`config.mk`:
```
export PLATFORM = sky130hd
export DESIGN_NAME = bss_seq
export DESIGN_NICKNAME = d
export VERILOG_FILES = /design/src/hw/bss_pkg.sv /design/src/hw/bss_seq.sv
export SDC_FILE = /design/constraint.sdc
export NUM_CORES = 1
export LEC_CHECK = 0
export BUFFER_PORTS_ARGS = -buffer_cell sky130_fd_sc_hd__buf_2
export CAP_MARGIN = 20
export CORE_MARGIN = 3
export CORE_UTILIZATION = 25
export DETAILED_ROUTE_END_ITERATION = 6
export PLACE_DENSITY = 0.41
export SKIP_LAST_GASP = 1
export SLEW_MARGIN = 10
export SYNTH_ARGS = -nofsm -noshare
export SYNTH_HDL_FRONTEND = slang
export SYNTH_SLANG_ARGS = --single-unit
```
`constraint.sdc`:
```
create_clock -name clk -period 7.6 [get_ports clk]
set_input_delay 0.38 -clock clk [delete_from_list [all_inputs] [get_ports clk]]
set_output_delay 0.38 -clock clk [all_outputs]
set_load 0.03 [all_outputs]
```
`src/hw/bss_pkg.sv`:
```
package bss_pkg;
  // Timing figures
  localparam int CLK_PERIOD_NS   = 4;     // System clock period
  localparam int BLANK_NS        = 160;   // Overcurrent blanking after LS on
  localparam int BLANK_CYC       = (BLANK_NS + CLK_PERIOD_NS - 1)
                                   / CLK_PERIOD_NS;
  localparam int MIN_ON_NS       = 50;    // Least high-side on time
  localparam int MIN_ON_CYC      = (MIN_ON_NS + CLK_PERIOD_NS - 1)
                                   / CLK_PERIOD_NS;
  localparam int MAX_OFF_NS      = 200;   // Forced off time per period
  localparam int MAX_OFF_CYC     = MAX_OFF_NS / CLK_PERIOD_NS;
  // Switching-cycle counts
  localparam int HICCUP_CYCLES   = 4096;  // Hiccup hold length
  localparam int PG_DELAY_CYCLES = 256;   // Regulation-good qualification
  localparam int STEP1_PULSES    = 32;    // Quarter duty group
  localparam int STEP2_PULSES    = 16;    // Half duty group
  localparam int STEP3_PULSES    = 8;     // Three-quarter duty group

  // Sequencer states
  typedef enum logic [2:0] {
    BSS_OFF,
    BSS_WAIT_HS,
    BSS_PREBIAS,
    BSS_RUN,
    BSS_HICCUP,
    BSS_THERMAL
  } bss_state_t;

  // Comparator results from the analog front end
  typedef struct packed {
    logic supply_ok;      // Bias supply above lockout
    logic enable_ok;      // Enable above start threshold
    logic enable_low;     // Enable below 1 V shutdown level
    logic ss_forced_low;  // Soft-start node below 0.3 V
    logic ss_above_pg;    // Soft-start node above 2.1 V
    logic fb_above_low;   // Feedback above lower window limit
    logic fb_below_high;  // Feedback below upper window limit
    logic ocp_below_gnd;  // Current-limit node below ground
    logic over_temp;      // Thermal trip, hysteresis in comparator
    logic track_above;    // Tracking input above 0.85 V
  } bss_sense_t;

  // Driver commands to the power stage
  typedef struct packed {
    logic hs_en;          // High-side switch enable
    logic ls_en;          // Low-side switch enable
    logic drv_hiz_n;      // Low while both drivers are tristated
    logic ss_discharge;   // Short the soft-start node low
    logic use_int_ref;    // Internal reference drives regulation
  } bss_drive_t;
endpackage

```
`src/hw/bss_seq.sv`:
```
`timescale 1ns/100ps
module bss_seq
  import bss_pkg::*;
#(
  parameter int HICCUP_LEN = HICCUP_CYCLES,    // Hiccup length, cycles
  parameter int PG_DELAY   = PG_DELAY_CYCLES,  // Good delay, cycles
  parameter int CNT_W      = 13                // Counter width
) (
  input  wire logic       clk,
  input  wire logic       rst,
  input  wire logic       clk_en,
  input  wire logic       period_start,
  input  wire logic       pwm_demand,
  input  wire logic [1:0] ls_phase,
  input  wire bss_sense_t sense,
  output bss_drive_t      drive,
  output logic            ocp_latched,
  output logic            regulation_good_out_o,
  output logic            regulation_good_out_oe_n,
  output bss_state_t      state
);

  bss_state_t       state_ff;        // Sequencer state
  bss_state_t       nxt_state;       // Next sequencer state
  logic [CNT_W-1:0] hic_cnt_ff;      // Hiccup period counter
  logic [8:0]       pg_cnt_ff;       // Regulation-good delay counter
  logic [5:0]       step_cnt_ff;     // Pulses left in duty step
  logic [1:0]       step_ff;         // Duty step, 0 quarter .. 3 full
  logic [7:0]       blank_cnt_ff;    // Overcurrent blanking counter
  logic [7:0]       on_cnt_ff;       // High-side on-time counter
  logic [7:0]       off_cnt_ff;      // Forced off-time counter
  logic             hs_ff;           // High-side gate command
  logic             ls_ff;           // Low-side gate command
  logic             ocp_ff;          // Latched overcurrent
  logic             good_ff;         // Regulation good, released
  logic             lockout;         // Supply or enable invalid
  logic             in_window;       // Feedback inside window
  logic             shutdown;        // Any shutdown condition
  logic             switching;       // States that drive the stage
  logic             ls_allowed;      // Low-side duty gate
  logic             ocp_sample;      // Sampled overcurrent event

  // Pulses in a duty step group
  function automatic logic [5:0] step_len(input logic [1:0] s);
    case (s)
      2'h0:    step_len = 6'(STEP1_PULSES);
      2'h1:    step_len = 6'(STEP2_PULSES);
      default: step_len = 6'(STEP3_PULSES);
    endcase
  endfunction

  // Lockout and window decode
  // Enable below shutdown level counts as lockout
  assign lockout   = !(sense.supply_ok && sense.enable_ok)
                     || sense.enable_low;
  assign in_window = sense.fb_above_low && sense.fb_below_high;
  assign shutdown  = lockout || sense.ss_forced_low
                     || state_ff == BSS_HICCUP
                     || state_ff == BSS_THERMAL;
  // States that may command the power stage
  assign switching = state_ff == BSS_WAIT_HS || state_ff == BSS_PREBIAS
                     || state_ff == BSS_RUN;
  // Overcurrent sampled only after blanking, with the low side on in pre-bias or run
  // Blanking hides ringing after low-side turn-on
  assign ocp_sample = switching && ls_ff && blank_cnt_ff == 8'h00
                      && sense.ocp_below_gnd;

  // Low-side duty: phase 0..3 quarter slots of each period
  // Early quarters only, to spare a pre-charged output
  always_comb begin
    ls_allowed = 1'b1;
    if (state_ff == BSS_WAIT_HS) begin
      ls_allowed = 1'b0;
    end else if (state_ff == BSS_PREBIAS) begin
      ls_allowed = ls_phase <= step_ff;
    end
  end

  // Next state
  always_comb begin
    nxt_state = state_ff;
    case (state_ff)
      // Start once every start condition holds
      BSS_OFF: begin
        if (!lockout && !sense.ss_forced_low && !sense.over_temp) begin
          nxt_state = BSS_WAIT_HS;
        end
      end
      // Low side held until the first high-side pulse
      BSS_WAIT_HS: begin
        if (hs_ff) begin
          nxt_state = BSS_PREBIAS;
        end
      end
      // Full duty reached, next tick enters run
      BSS_PREBIAS: begin
        if (period_start && step_ff == 2'h3) begin
          nxt_state = BSS_RUN;
        end
      end
      // Steady switching until a fault
      BSS_RUN:     nxt_state = BSS_RUN;
      // Latch cleared by the hold count, restart
      BSS_HICCUP: begin
        if (!ocp_ff) begin
          nxt_state = BSS_OFF;
        end
      end
      // Cool again, restart on its own
      BSS_THERMAL: begin
        if (!sense.over_temp) begin
          nxt_state = BSS_OFF;
        end
      end
      // Unused codes fall back to off
      default:     nxt_state = BSS_OFF;
    endcase
    // Fault priority over the sequence
    // Lockout and forced soft start, then heat, then current
    if (lockout || sense.ss_forced_low) begin
      nxt_state = BSS_OFF;
    end else if (sense.over_temp) begin
      nxt_state = BSS_THERMAL;
    end else if (ocp_sample || (ocp_ff && state_ff != BSS_HICCUP)) begin
      nxt_state = BSS_HICCUP;
    end
  end

  // State register
  // Frozen while the clock enable is low
  always_ff @(posedge clk) begin
    if (rst) begin
      state_ff <= BSS_OFF;
    end else if (clk_en) begin
      state_ff <= nxt_state;
    end
  end

  // Overcurrent latch, set wins over the hiccup clear
  always_ff @(posedge clk) begin
    if (rst) begin
      ocp_ff <= 1'b0;
    end else if (clk_en) begin
      if (ocp_sample) begin
        ocp_ff <= 1'b1;
      end else if (state_ff == BSS_HICCUP && period_start
                   && hic_cnt_ff == CNT_W'(HICCUP_LEN - 1)) begin
        ocp_ff <= 1'b0;
      end else if (lockout) begin
        // Clean latch for the next start
        ocp_ff <= 1'b0;
      end
    end
  end

  // Hiccup counter, one step per switching period
  // Counts only while the soft-start node is held
  always_ff @(posedge clk) begin
    if (rst) begin
      hic_cnt_ff <= '0;
    end else if (clk_en) begin
      if (state_ff != BSS_HICCUP) begin
        hic_cnt_ff <= '0;
      end else if (period_start) begin
        hic_cnt_ff <= hic_cnt_ff + 1'b1;
      end
    end
  end

  // Pre-bias duty step sequencing
  // Full duty needs no count of its own
  always_ff @(posedge clk) begin
    if (rst) begin
      step_ff     <= 2'h0;
      step_cnt_ff <= 6'h00;
    end else if (clk_en) begin
      if (state_ff != BSS_PREBIAS) begin
        step_ff     <= 2'h0;
        step_cnt_ff <= step_len(2'h0);
      end else if (period_start && step_ff != 2'h3) begin
        if (step_cnt_ff == 6'h01) begin
          step_ff     <= step_ff + 2'h1;
          step_cnt_ff <= step_len(step_ff + 2'h1);
        end else begin
          step_cnt_ff <= step_cnt_ff - 6'h01;
        end
      end
    end
  end

  // High-side gate with least on time and forced off time
  // Leaving for a quiet state drops the gate at once
  // New pulses start only at a period tick
  always_ff @(posedge clk) begin
    if (rst) begin
      hs_ff     <= 1'b0;
      on_cnt_ff <= 8'h00;
      off_cnt_ff <= 8'h00;
    end else if (clk_en) begin
      if (!switching || nxt_state != state_ff
          && nxt_state != BSS_PREBIAS && nxt_state != BSS_RUN) begin
        hs_ff <= 1'b0;
        on_cnt_ff <= 8'h00;
      end else if (hs_ff) begin
        // Pulse running, count its on time
        on_cnt_ff <= on_cnt_ff + 8'h01;
        if (on_cnt_ff >= 8'(MIN_ON_CYC - 1) && !pwm_demand) begin
          hs_ff      <= 1'b0;
          off_cnt_ff <= 8'(MAX_OFF_CYC);
        end
      end else if (off_cnt_ff != 8'h00) begin
        // Forced off time still running
        off_cnt_ff <= off_cnt_ff - 8'h01;
      end else if (pwm_demand && period_start) begin
        hs_ff     <= 1'b1;
        on_cnt_ff <= 8'h00;
      end
    end
  end

  // Low-side gate and blanking after it turns on
  // Any fault or closed quarter rearms blanking
  always_ff @(posedge clk) begin
    if (rst) begin
      ls_ff        <= 1'b0;
      blank_cnt_ff <= 8'h00;
    end else if (clk_en) begin
      if (!switching || hs_ff || !ls_allowed || lockout
          || sense.over_temp || sense.ss_forced_low) begin
        ls_ff        <= 1'b0;
        blank_cnt_ff <= 8'(BLANK_CYC);
      end else begin
        // Low side closed, blanking runs down
        ls_ff <= 1'b1;
        if (blank_cnt_ff != 8'h00) begin
          blank_cnt_ff <= blank_cnt_ff - 8'h01;
        end
      end
    end
  end

  // Regulation-good qualification delay
  // Tracking start skips the soft-start level hold
  always_ff @(posedge clk) begin
    if (rst) begin
      pg_cnt_ff <= 9'h000;
      good_ff   <= 1'b0;
    end else if (clk_en) begin
      // Fault entry clears in the same edge, no lag
      if (shutdown || !in_window
          || nxt_state == BSS_HICCUP || nxt_state == BSS_THERMAL
          || (!sense.track_above && !sense.ss_above_pg)) begin
        pg_cnt_ff <= 9'h000;
        good_ff   <= 1'b0;
      end else if (pg_cnt_ff == 9'(PG_DELAY)) begin
        // Delay ran out, release the pin
        good_ff <= 1'b1;
      end else if (period_start) begin
        pg_cnt_ff <= pg_cnt_ff + 9'h001;
      end
    end
  end

  // Outputs to the power stage and pins
  // Tristate follows the enable comparator directly
  always_comb begin
    drive.hs_en        = hs_ff;
    drive.ls_en        = ls_ff;
    drive.drv_hiz_n    = !sense.enable_low;
    drive.ss_discharge = state_ff == BSS_HICCUP
                         || state_ff == BSS_THERMAL;
    drive.use_int_ref  = sense.track_above;
  end
  assign ocp_latched = ocp_ff;
  // Open drain: drive low unless good, pull-up lifts it
  assign regulation_good_out_o    = 1'b0;
  assign regulation_good_out_oe_n = good_ff;
  assign state = state_ff;

endmodule // bss_seq

```
; Yosys cells after proc, flatten, opt, wreduce, memory -nomap -nowiden
; Cells that the tools add are included.
; Widths: inputs -> output; s select.
[totals]
latchBits = 0
input_bits = 17
elab_cells = 154
ff_bits = 61
rom_bits = 0
memories = 0
output_inout_bits = 11
mem_bits_rw = 0
[op_classes]
n_lt_le_gt_ge = 2
muxes = 42
shift = 0
addsub = 7
eq_ne = 21
bitwise_logic = 1
multipliers = 0
reduce_logical = 69
n_div = 0
[ops]
columns = operator, n
row1 = $mux 8, 9
row2 = $mux 9, 3
row3 = $mux 13, 2
row4 = $mux 3, 7
row5 = $logic_or 1x1->1, 18
row6 = $mux 6, 3
row7 = $logic_and 1x1->1, 17
row8 = $reduce_bool 8->1, 2
row9 = $sub 8x1->8 const B, 2
row10 = $pmux 3 s5, 1
row11 = $reduce_bool 2->1, 7
row12 = $add 13x1->13 const B, 1
row13 = $eq 13x12->1 const B, 1
row14 = $mux 1, 13
row15 = $eq 3x3->1 const B, 4
row16 = $pmux 6 s2, 1
row17 = $logic_not 1->1, 11
row18 = $reduce_and 2->1, 5
row19 = $add 9x1->9 const B, 1
row20 = $eq 9x9->1 const B, 1
row21 = $ne 3x2->1 const B, 3
row22 = $reduce_and 3->1, 3
row23 = $add 8x1->8 const B, 1
row24 = $ge 8x4->1 const B, 1
row25 = 19 further kinds, 25

; Longest topological paths before layout
; Gate-level depths: netlist of the first run.
[logic_depth]
ltp_word = 17
depth_mapped = 10

; Least setup slack after synthesis of the first run
; Ideal clock, no wire load.
[synth_timing]
kind = reg-to-reg
start = register state_ff[2] (netlist: state[2])
end = register pg_cnt_ff[5]
stages_incl_launch_ff = 9
path_buffers = 2
slack_ns = 5.066
arrival_time_ns = 2.475
t_required_ns = 7.541
path_cell_list = dfxtp_1 o21ba_1 and4_1 buf_6 o41a_4 or2_0 clkbuf_2 or4_1 nand2_1
[synth_between]
elab_chain_cells = 16
word_cells_on_any_way = 34
classes_between = eq/ne: 9 / mux: 9 / reduce/logical: 16
[synth_lines]
columns = item, line_no
row1 = "start, declared", bss_seq.sv:23  ; bss_state_t state_ff;
row2 = "start signal, assigned", bss_seq.sv:135  ; state_ff <= nxt_state;
row3 = $eq 3x1->1 or $eq 3x2->1 (tied branches), "bss_seq.sv:61, bss_seq.sv:82"
row4 = $logic_or 1x1->1, bss_seq.sv:61  ; assign switching = state_ff == BSS_WAIT_HS || state_ff == BSS_PREBIAS
row5 = $logic_or 1x1->1, bss_seq.sv:62  ; || state_ff == BSS_RUN;
row6 = $logic_and 1x1->1 (2 in series), bss_seq.sv:65  ; assign ocp_sample = switching && ls_ff && blank_cnt_ff == 8'h00
row7 = $logic_and 1x1->1, bss_seq.sv:66  ; && sense.ocp_below_gnd;
row8 = $logic_or 1x1->1, bss_seq.sv:124  ; end else if (ocp_sample || (ocp_ff && state_ff != BSS_HICCUP)) begin
row9 = $mux 3, bss_seq.sv:124
row10 = $mux 3, bss_seq.sv:122  ; end else if (sense.over_temp) begin
row11 = $mux 3, bss_seq.sv:120  ; if (lockout || sense.ss_forced_low) begin
row12 = $eq 3x3->1, bss_seq.sv:251  ; || nxt_state == BSS_HICCUP || nxt_state == BSS_THERMAL
row13 = $logic_or 1x1->1, bss_seq.sv:251
row14 = $logic_or 1x1->1 (*), bss_seq.sv:251
row15 = $logic_or 1x1->1 (*), bss_seq.sv:252  ; || (!sense.track_above && !sense.ss_above_pg)) begin
row16 = $ne 2x2->1 (no line) or $reduce_bool 2->1 (tied branches), n/a
row17 = $reduce_and 3->1 (no line), n/a
row18 = "end signal, assigned", bss_seq.sv:259  ; pg_cnt_ff <= pg_cnt_ff + 9'h001;
row19 = "end, declared", bss_seq.sv:26  ; logic [8:0] pg_cnt_ff;
; Every way passes the cells marked *; elsewhere a longest branch is shown, timed or not.
; A chain may end at the register's enable or synchronous reset.

; Worst setup path in the final report of the first run
[layout_timing]
start = register blank_cnt_ff[0]
end = register pg_cnt_ff[7]
[layout_between]
elab_chain_cells = 13
word_cells_on_any_way = 16
classes_between = eq/ne: 3 / mux: 4 / reduce/logical: 9
[layout_lines]
columns = item, line_no
row1 = "start, declared", bss_seq.sv:29  ; logic [7:0] blank_cnt_ff;
row2 = "start signal, assigned", bss_seq.sv:231  ; blank_cnt_ff <= 8'(BLANK_CYC);
row3 = "start signal, assigned", bss_seq.sv:236  ; blank_cnt_ff <= blank_cnt_ff - 8'h01;
row4 = $logic_not 8->1 (*), bss_seq.sv:65
row5 = $logic_and 1x1->1 (*), bss_seq.sv:65
row6 = $logic_and 1x1->1 (*), bss_seq.sv:66
row7 = $logic_or 1x1->1 (*), bss_seq.sv:124
row8 = $mux 3 (*), bss_seq.sv:124
row9 = $mux 3 (*), bss_seq.sv:122
row10 = $mux 3 (*), bss_seq.sv:120
row11 = $eq 3x3->1, bss_seq.sv:251
row12 = $logic_or 1x1->1, bss_seq.sv:251
row13 = $logic_or 1x1->1 (*), bss_seq.sv:251
row14 = $logic_or 1x1->1 (*), bss_seq.sv:252
row15 = $ne 2x2->1 (no line) or $reduce_bool 2->1 (tied branches), n/a
row16 = $reduce_and 3->1 (no line), n/a
; Marked as above.

==> impl_metrics.toml, run 1 <==
[drt]
wl_per_cell_um = 14.4
viasPerCell = 5.07
finalWirelength_um = 9710
drt-initial-drc-count = 162
vias = 3410
drc = 0
first_pass_iters = 4
ant_nets = 0

[yosys]
synth-main-ff-cell = "dfxtp_1"
synth_adder_area_share = 0.0507
yosys_warnings = 0
synthCells = 474
syn_avg_cell_area_um2 = 7.81
synth_top_family_by_area = "simple AND/OR/NAND/NOR gates"
synthXorXnorAreaFrac = 0.0544
synth_simple_gate_area_frac = 0.310
synth_top_area_frac = 0.330
synth-compound-area-share = 0.183
async_flop_share = 0
syn_area_mm2 = 0.00370
post_synth_mux_area_share = 0.00575
ys_top_cells_by_count = "dfxtp_1, nor2_1, a21oi_1"
synth_fp_nets = 506
synth_edf_count = 0
synth_seq_cells = 61
synth_cell_type_count = 58
ys_seq_area_frac = 0.330
yosysTopAreaCell = "dfxtp_1"
synth_area_leaders = "dfxtp_1, nor2_1, ha_1, xor2_1, a21oi_1"

[flow_run]
cap_violations = 0

[final_layout]
finalNetCount = 520
drive_gt1_frac = 0.110
antennaDiodeCount = 0
instances_no_fill = 673
final_area_mm2 = 0.00427
syn2layout_area_growth_pct = 15.5

[clock_tree]
clock_sinks = 61
clockBufferDepth = 2
cts-hold-fix-buffers = 0
numCtsBuffers = 9
postCtsSetupRepairBufs = 0
cts-root-buf = "clkbuf_16"
clock_latency_ns = 0.34
cts_tree = "done"
ctsResizeCount = 0
htree_levels = 3
cts.clk_slew.worst_paths_ns = 0.06

[run_status]
status = "finished clean"

[sta]
period_share = 0.367
clock_skew_ns = 0.00618
setup_viol = 0
hold_viol_final = 0
slew_violations = 0
tns_ns = 0
min_period_ns = 2.79
layout_setup_ws_ns = 4.81
rsz0062_at_grt = "false"
slew_headroom = 0.564
tightestPinTransition_ns = 0.652
fmax_mhz = 358

[worst_setup_path]
required_ns = 7.87
worstPathMaxFanout = 8
arrival_ns = 3.06
path_buf_inv = 1
critPathTopFamily = "simple AND/OR/NAND/NOR gates"
critPathKind = "register to register"
endpoint_kind = "register"
cp-start-kind = "register"
slowest_delay_ns = 0.56
cpMaxStageDelayCell = "or4_1"
path_cells = "inv_1 > ha_1 > nor3b_1 > and4_1 > o41a_4 > o2111ai_1 > or4_1 > a21oi_1"

[global_route]
antenna_found_initial = 0
grt_pass1_wl_um = 17000
grt_pass1_vias = 3389
grt_max_degree = 45
grt.overflow.total = 0
grtUsageTotal = 0.129

[worst_hold_path]
hold_class = "input pin to register"

[pwr]
fin_total_pwr_mw = 0.824
p_leak_nw = 1.57
power_density_mw_per_mm2 = 193
vdd_drop_max_mv = 0.112

[placed_design]
placed_area_mm2 = 0.00396
dpl.hpwl_um = 6750
pre_cts_ws_ns = 4.82
routabilityCongestion = 0.808
io_buffers = 26
dp_cells = 656

[floorplanning]
core-area_mm2 = 0.0141
dieWidth_um = 128
ios = 28
die-height_um = 128
rows = 43
die-area_mm2 = 0.0163
start_util = 0.261
-- worst reg2reg max path: stages (launching register included) --
cell	delay [ns]
dfxtp_1	0.30
inv_1	0.13
ha_1	0.16
nor3b_1	0.39
and4_1	0.46
o41a_4	0.25
o2111ai_1	0.33
or4_1	0.57
a21oi_1	0.14
-- worst paths after layout --
path,to,depth (start not counted),start,slack [ns]
worst max-delay path,pg_cnt_ff[7],8,blank_cnt_ff[0],4.81
worst max register to register,pg_cnt_ff[7],8,blank_cnt_ff[0],4.81
worst min register to register,regulation_good_out_oe_n,2,regulation_good_out_oe_n,0.47
worst min-delay path,ocp_latched,4,sense[7],0.44
-- report_power, final --
group          total, mW  internal, mW  leakage (nW)  switching (mW)
clock network      0.425         0.271         0.148           0.154
logic             0.0677        0.0246         0.927          0.0430
registers          0.332         0.325         0.493         0.00606
-- state kept, by name, summed over array words and instances (netlist names) --
name,count
ls_ff,1
pg_cnt_ff,9
state,3
off_cnt_ff,8
ocp_latched,1
on_cnt_ff,8
step_ff,2
hic_cnt_ff,13
hs_ff,1
blank_cnt_ff,8
step_cnt_ff,6
regulation_good_out_oe_n,1
-- layout make-up --
cell class                      count  area, um2
Tap cell                          180        225
Multi-Input combinational cell    357       2240
Sequential cell                    61       1220
Fill cell                        1544       9880
Clock inverter                      5       58.8
Clock buffer                       11        253
Inverter                           28        105
Timing Repair Buffer               31        165
-- kinds of logic (layout without fill, tap and decap cells) --
logic type / Yosys count / in the layout
AOI/OAI and AO/OA: 101 / 101
other: 1 / 1
DFF: 61 / 61
buffers and inverters: 56 / 75
xor gates and xnor gates: 23 / 23
and+or+nand+nor: 215 / 215
adders and majority gates: 15 / 15
muxes: 2 / 2
-- metrics by stage --
stage           util  hold slack, ns
5_1_grt        0.302           0.433
3_5_place_dp   0.280           0.467
6_report       0.302           0.435
4_1_cts        0.302           0.409
3_3_place_gp   0.280           0.468
2_1_floorplan      -           0.449
-- layer usage --
metal / part of all wire / vias up / GRT usage
met1: 0.49 / 1618 / 0.170
met3: 0.034 / 12 / 0.0375
met5: 0 / - / 0
li1: - / 1747 / -
met4: 0.015 / 0 / 0.0443
met2: 0.46 / 33 / 0.201
-- layout by cell type (no fill, tap or decap), types with 17 or more instances in the layout --
| cell type | instances |
|---|---|
| nor2_1 | 61 |
| nand3_1 | 21 |
| buf_2 | 27 |
| nor3_1 | 20 |
| dfxtp_1 | 61 |
| a21oi_1 | 29 |
| inv_1 | 28 |
| o21ai_0 | 18 |
| xor2_1 | 17 |
| nand2_1 | 28 |
No activity file was read; power rests on OpenSTA's default activity.
==> run 2, diff against run 1 <==
--- a/config.mk
+++ b/config.mk
@@ -10,7 +10,7 @@
 export CORE_MARGIN = 3
 export CORE_UTILIZATION = 25
 export DETAILED_ROUTE_END_ITERATION = 6
-export PLACE_DENSITY = 0.41
+export PLACE_DENSITY = 0.42
 export SKIP_LAST_GASP = 1
 export SLEW_MARGIN = 10
 export SYNTH_ARGS = -nofsm -noshare
==> constraint.sdc (replaced) <==
create_clock -name clk -period 2.4 [get_ports clk]
set_input_delay 0.12 -clock clk [delete_from_list [all_inputs] [get_ports clk]]
set_output_delay 0.12 -clock clk [all_outputs]
set_load 0.03 [all_outputs]
==> run 2 against run 1 <==
Routed wire length rose by 3.0%. Die area unchanged. Highest routed layer unchanged. Cell count is 3.3% higher.
==> impl_metrics.toml, run 2 (synthesis results as in run 1) <==
[clock_tree]
cts_tree = "done"
htree_levels = 3
cts.clk_slew.worst_paths_ns = 0.06
clockBufferDepth = 2
clock_latency_ns = 0.34
clock_sinks = 61
numCtsBuffers = 9
cts-hold-fix-buffers = 0
cts-root-buf = "clkbuf_16"

[pwr]
power_density_mw_per_mm2 = 556
p_leak_nw = 1.67
vdd_drop_max_mv = 0.414
fin_total_pwr_mw = 2.50

[sta]
tns_ns = 0
hold_viol_final = 0
period_share = 0.974
fmax_mhz = 428
tightestPinTransition_ns = 0.532
fin_hold_ws_ns = 0.120
slew_headroom = 0.642
clock_skew_ns = 0.00401
setup_viol = 0
slew_violations = 0
min_period_ns = 2.34

[floorplanning]
ios = 28
dieWidth_um = 128
core-area_mm2 = 0.0141
rows = 43
die-area_mm2 = 0.0163
die-height_um = 128
start_util = 0.261

[drt]
wl_per_cell_um = 14.4
drt-initial-drc-count = 193
vias = 3530
first_pass_iters = 4
finalWirelength_um = 10000
ant_nets = 0
viasPerCell = 5.08
drc = 0

[worst_setup_path]
critPathKind = "register to register"
critPathTopFamily = "simple AND/OR/NAND/NOR gates"
cpMaxStageDelayCell = "o41a_4"
path_buf_inv = 1
arrival_ns = 2.62
worstPathMaxFanout = 8
endpoint_kind = "register"
path_cells = "inv_2 > ha_2 > nor3b_4 > and4_4 > o41a_4 > or2_4 > or4_1 > nand2_1"
slowest_delay_ns = 0.55
required_ns = 2.68
cp-start-kind = "register"

[flow_run]
cap_violations = 0

[final_layout]
regMostFlops = "hic_cnt_ff"
regArea_mm2 = 0.00123
top_regs = "hic_cnt_ff: 13 flops, pg_cnt_ff: 9 flops"
drive_gt1_frac = 0.179
multi_input_area_mm2 = 0.00233
antennaDiodeCount = 0
syn2layout_area_growth_pct = 21.6
final_area_mm2 = 0.00450
final_common_cell = "nor2_1"
final_cell_mix = "nor2_1, dfxtp_1, nand2_1, a21oi_1, buf_4"
nFillCells = 1501
largest_reg_flops = 13
finalNetCount = 542

[global_route]
grt.overflow.total = 0
grt_max_degree = 32
grt_pass1_vias = 3323
grtUsageTotal = 0.126
grt_pass1_wl_um = 16400
antenna_found_initial = 0

[placed_design]
dpl.hpwl_um = 7270
placed_area_mm2 = 0.00415
io_buffers = 26
routabilityCongestion = 0.780

[worst_hold_path]
hold_class = "input pin to register"

[run_status]
status = "finished clean"
==> run 2: changes by cell type in the layout (fill, tap and decap cells not counted), moves of 2 or more <==
cell,previous run,this run
dfxtp_2,0,3
inv_1,28,26
clkbuf_8,2,0
inv_2,0,2
o21ai_1,0,2
o21ai_0,18,16
buf_4,4,27
dfxtp_1,61,57
==> run 2: path summary, 6_finish.rpt <==
kind / to / depth (start not counted) / startpoint / slack, ns
max: pg_cnt_ff[8] / 8 / blank_cnt_ff[0] / 0.06
min: ls_ff / 3 / clk_en / 0.12
max reg2reg: pg_cnt_ff[8] / 8 / blank_cnt_ff[0] / 0.06
min reg2reg: hic_cnt_ff[8] / 2 / hic_cnt_ff[8] / 0.49
==> run 2: layout make-up <==
cell class / instances / area share
multi-input combinational: 357 / 0.518
sequential: 61 / 0.273
timing repair buffer: 53 / 0.0740
clock buffer: 9 / 0.0501
tap: 180 / 0.0501
inverter: 28 / 0.0234
clock inverter: 7 / 0.0114
==> run 2: repair_timing <==
item | in CTS | in global routing
pin swaps | 0 | 7
buffers inserted | 0 | 1
resized for setup | 2 | 14
endpoints found under the hold margin | 0 | 0
setup endpoints to repair | 6 | 15
gates cloned | 0 | 0
==> run 2: where the power goes <==
group | leakage (nW) | internal, mW | total [mW] | switching (mW)
Combinational | 1.05 | 0.102 | 0.252 | 0.149
Sequential | 0.496 | 1.03 | 1.05 | 0.0195
Clock | 0.132 | 0.700 | 1.20 | 0.502
==> run 2: metal layers <==
layer | share of wire | global-route usage
met1 | 0.49 | 0.164
met2 | 0.46 | 0.199
met3 | 0.045 | 0.0421
met4 | 0.011 | 0.0368
met5 | 0 | 0
==> run 2: through the flow <==
stage / util / setup slack [ns] / instances
after floorplan: - / -0.00171 / 474
after global placement: 0.293 / 0.0467 / 678
after detailed placement: 0.293 / -0.00778 / 678
after CTS: 0.313 / 0.00516 / 694
after global routing: 0.318 / -0.00356 / 695
final: 0.318 / 0.0621 / 695
==> run 2: worst min-delay path: cells and delay by family <==
family / cells / cell delay [ns]
buf+inv: 1 / 0.17
simple gates: 2 / 0.12
==> run 3, diff against run 2 <==
--- a/config.mk
+++ b/config.mk
@@ -8,9 +8,9 @@
 export BUFFER_PORTS_ARGS = -buffer_cell sky130_fd_sc_hd__buf_2
 export CAP_MARGIN = 20
 export CORE_MARGIN = 3
-export CORE_UTILIZATION = 25
+export CORE_UTILIZATION = 55
 export DETAILED_ROUTE_END_ITERATION = 6
-export PLACE_DENSITY = 0.42
+export PLACE_DENSITY = 0.78
 export SKIP_LAST_GASP = 1
 export SLEW_MARGIN = 10
 export SYNTH_ARGS = -nofsm -noshare
==> run 3 against run 2 <==
Critical path type unchanged. Total power shrank 7.6%. Die area shrank 52%. Global-route usage rose by 11 points. Critical endpoint is now pg_cnt_ff[6]. Cell count shrank 15%. Count of clock-buffer cells in the layout stayed put. Highest routed layer unchanged. Hold slack better by 0.060 ns.
==> impl_metrics.toml, run 3 (synthesis results as in run 1) <==
[pwr]
p_leak_nw = 1.64
fin_total_pwr_mw = 2.31
vdd_drop_max_mv = 0.452
power_density_mw_per_mm2 = 545

[drt]
wl_per_cell_um = 14.9
drc = 0
viasPerCell = 6.04
first_pass_iters = 5
ant_nets = 0
finalWirelength_um = 8750
vias = 3556
drt-initial-drc-count = 175

[floorplanning]
rows = 29
dieWidth_um = 88.0
die-height_um = 88.0
ios = 28
die-area_mm2 = 0.00775
core-area_mm2 = 0.00642
start_util = 0.576

[worst_setup_path]
critPathKind = "register to register"
endpoint_kind = "register"
path_cells = "inv_2 > ha_2 > nor3b_4 > and4_4 > o41a_4 > or2_4 > or4_4 > nand2_1"
cp-start-kind = "register"
arrival_ns = 2.61
worstPathMaxFanout = 7
critPathTopFamily = "simple AND/OR/NAND/NOR gates"
slowest_delay_ns = 0.51
path_buf_inv = 1
required_ns = 2.69
cpMaxStageDelayCell = "or4_4"

[sta]
layout_setup_ws_ns = 0.0795
rsz0062_at_grt = "true"
period_share = 0.967
slew_headroom = 0.600
slew_violations = 0
min_period_ns = 2.32
hold_viol_final = 0
clock_skew_ns = 0.00929
fin_hold_ws_ns = 0.180
tightestPinTransition_ns = 0.600
setup_viol = 0
fmax_mhz = 431

[final_layout]
nFillCells = 540
syn2layout_area_growth_pct = 14.8
final_cell_mix = "nor2_1, dfxtp_1, a21oi_1, nand2_1"
finalNetCount = 539
regMostFlops = "hic_cnt_ff"
final_common_cell = "nor2_1"
drive_gt1_frac = 0.170
largest_reg_flops = 13
instances_no_fill = 589
top_regs = "hic_cnt_ff: 13 flops, pg_cnt_ff: 9 flops"
antennaDiodeCount = 0

[placed_design]
dpl.hpwl_um = 6280
io_buffers = 26
pre_cts_ws_ns = 0.0186
routabilityCongestion = 0.904
dp_cells = 570

[clock_tree]
cts.clk_slew.worst_paths_ns = 0.07
numCtsBuffers = 9
cts_tree = "done"
htree_levels = 3
clockBufferDepth = 2
clock_sinks = 61
cts-hold-fix-buffers = 0
cts-root-buf = "clkbuf_8"
clock_latency_ns = 0.35

[flow_run]
cap_violations = 0

[global_route]
grt_pass1_vias = 3174
grt.overflow.total = 0
grt_pass1_wl_um = 14700
grtUsageTotal = 0.237
grt_max_degree = 33
antenna_found_initial = 0

[run_status]
status = "finished clean"

[worst_hold_path]
hold_class = "input pin to register"
[run 3: cell types whose count changed in the layout (fill, tap and decap cells not counted), moves of 2 or more]
cell,previous run,this run
o21ai_1,2,0
clkinvlp_4,2,0
clkbuf_8,0,9
bufinv_16,0,2
buf_4,27,24
clkbuf_16,9,0
o21ai_0,16,18
[run 3: per-layer routing]
metal / track usage / share of wire / vias to the layer above
met1: 0.310 / 0.46 / 1659
met2: 0.381 / 0.46 / 94
met3: 0.0593 / 0.052 / 21
met5: 0 / 0 / -
met4: 0.0852 / 0.025 / 0
li1: - / - / 1782
[run 3: repair_timing]
action	4_1_cts	5_1_grt
endpoints found under the setup margin	1	12
pin swaps	0	2
hold endpoints to repair	0	0
gates cloned	0	0
buffers inserted	0	3
gates resized for setup	1	7
[run 3: layout make-up]
cell class	count	area [um2]	area share
flip-flops and latches	61	1230	0.289
well taps	77	96.3	0.0227
clock inverters	7	97.6	0.0230
repair buffers	50	310	0.0730
multi-input cells	357	2290	0.538
clock buffers	9	124	0.0292
inverters	28	105	0.0247
[run 3: path summary, 6_finish.rpt]
path              cells after the start            start             to  slack (ns)
hold / removal                        3           clk_en          ls_ff        0.18
setup reg to reg                      8  blank_cnt_ff[0]   pg_cnt_ff[6]        0.08
setup / recovery                      8  blank_cnt_ff[0]   pg_cnt_ff[6]        0.08
hold reg to reg                       2    off_cnt_ff[1]  off_cnt_ff[1]        0.49
[run 3: per-stage QoR]
| step | TNS [ns] | utilization | area (um2) |
|---|---|---|---|
| 2_1_floorplan | -0.00171 | - | 3730 |
| 3_3_place_gp | 0 | 0.620 | 3980 |
| 3_5_place_dp | 0 | 0.620 | 3980 |
| 4_1_cts | 0 | 0.654 | 4200 |
| 5_1_grt | -0.0132 | 0.661 | 4250 |
| 6_report | 0 | 0.661 | 4250 |
[run 3: where the power goes]
part / leakage [nW] / switching, mW / total [mW] / internal, mW
Combinational: 1.03 / 0.140 / 0.239 / 0.0989
Sequential: 0.496 / 0.0190 / 1.05 / 1.03
Clock: 0.114 / 0.437 / 1.03 / 0.590
[run 3: worst min-delay path, delay by kind of cell]
| kind | cells | cell delay (ns) |
|---|---|---|
| buffers and inverters | 1 | 0.20 |
| and+or+nand+nor | 2 | 0.16 |
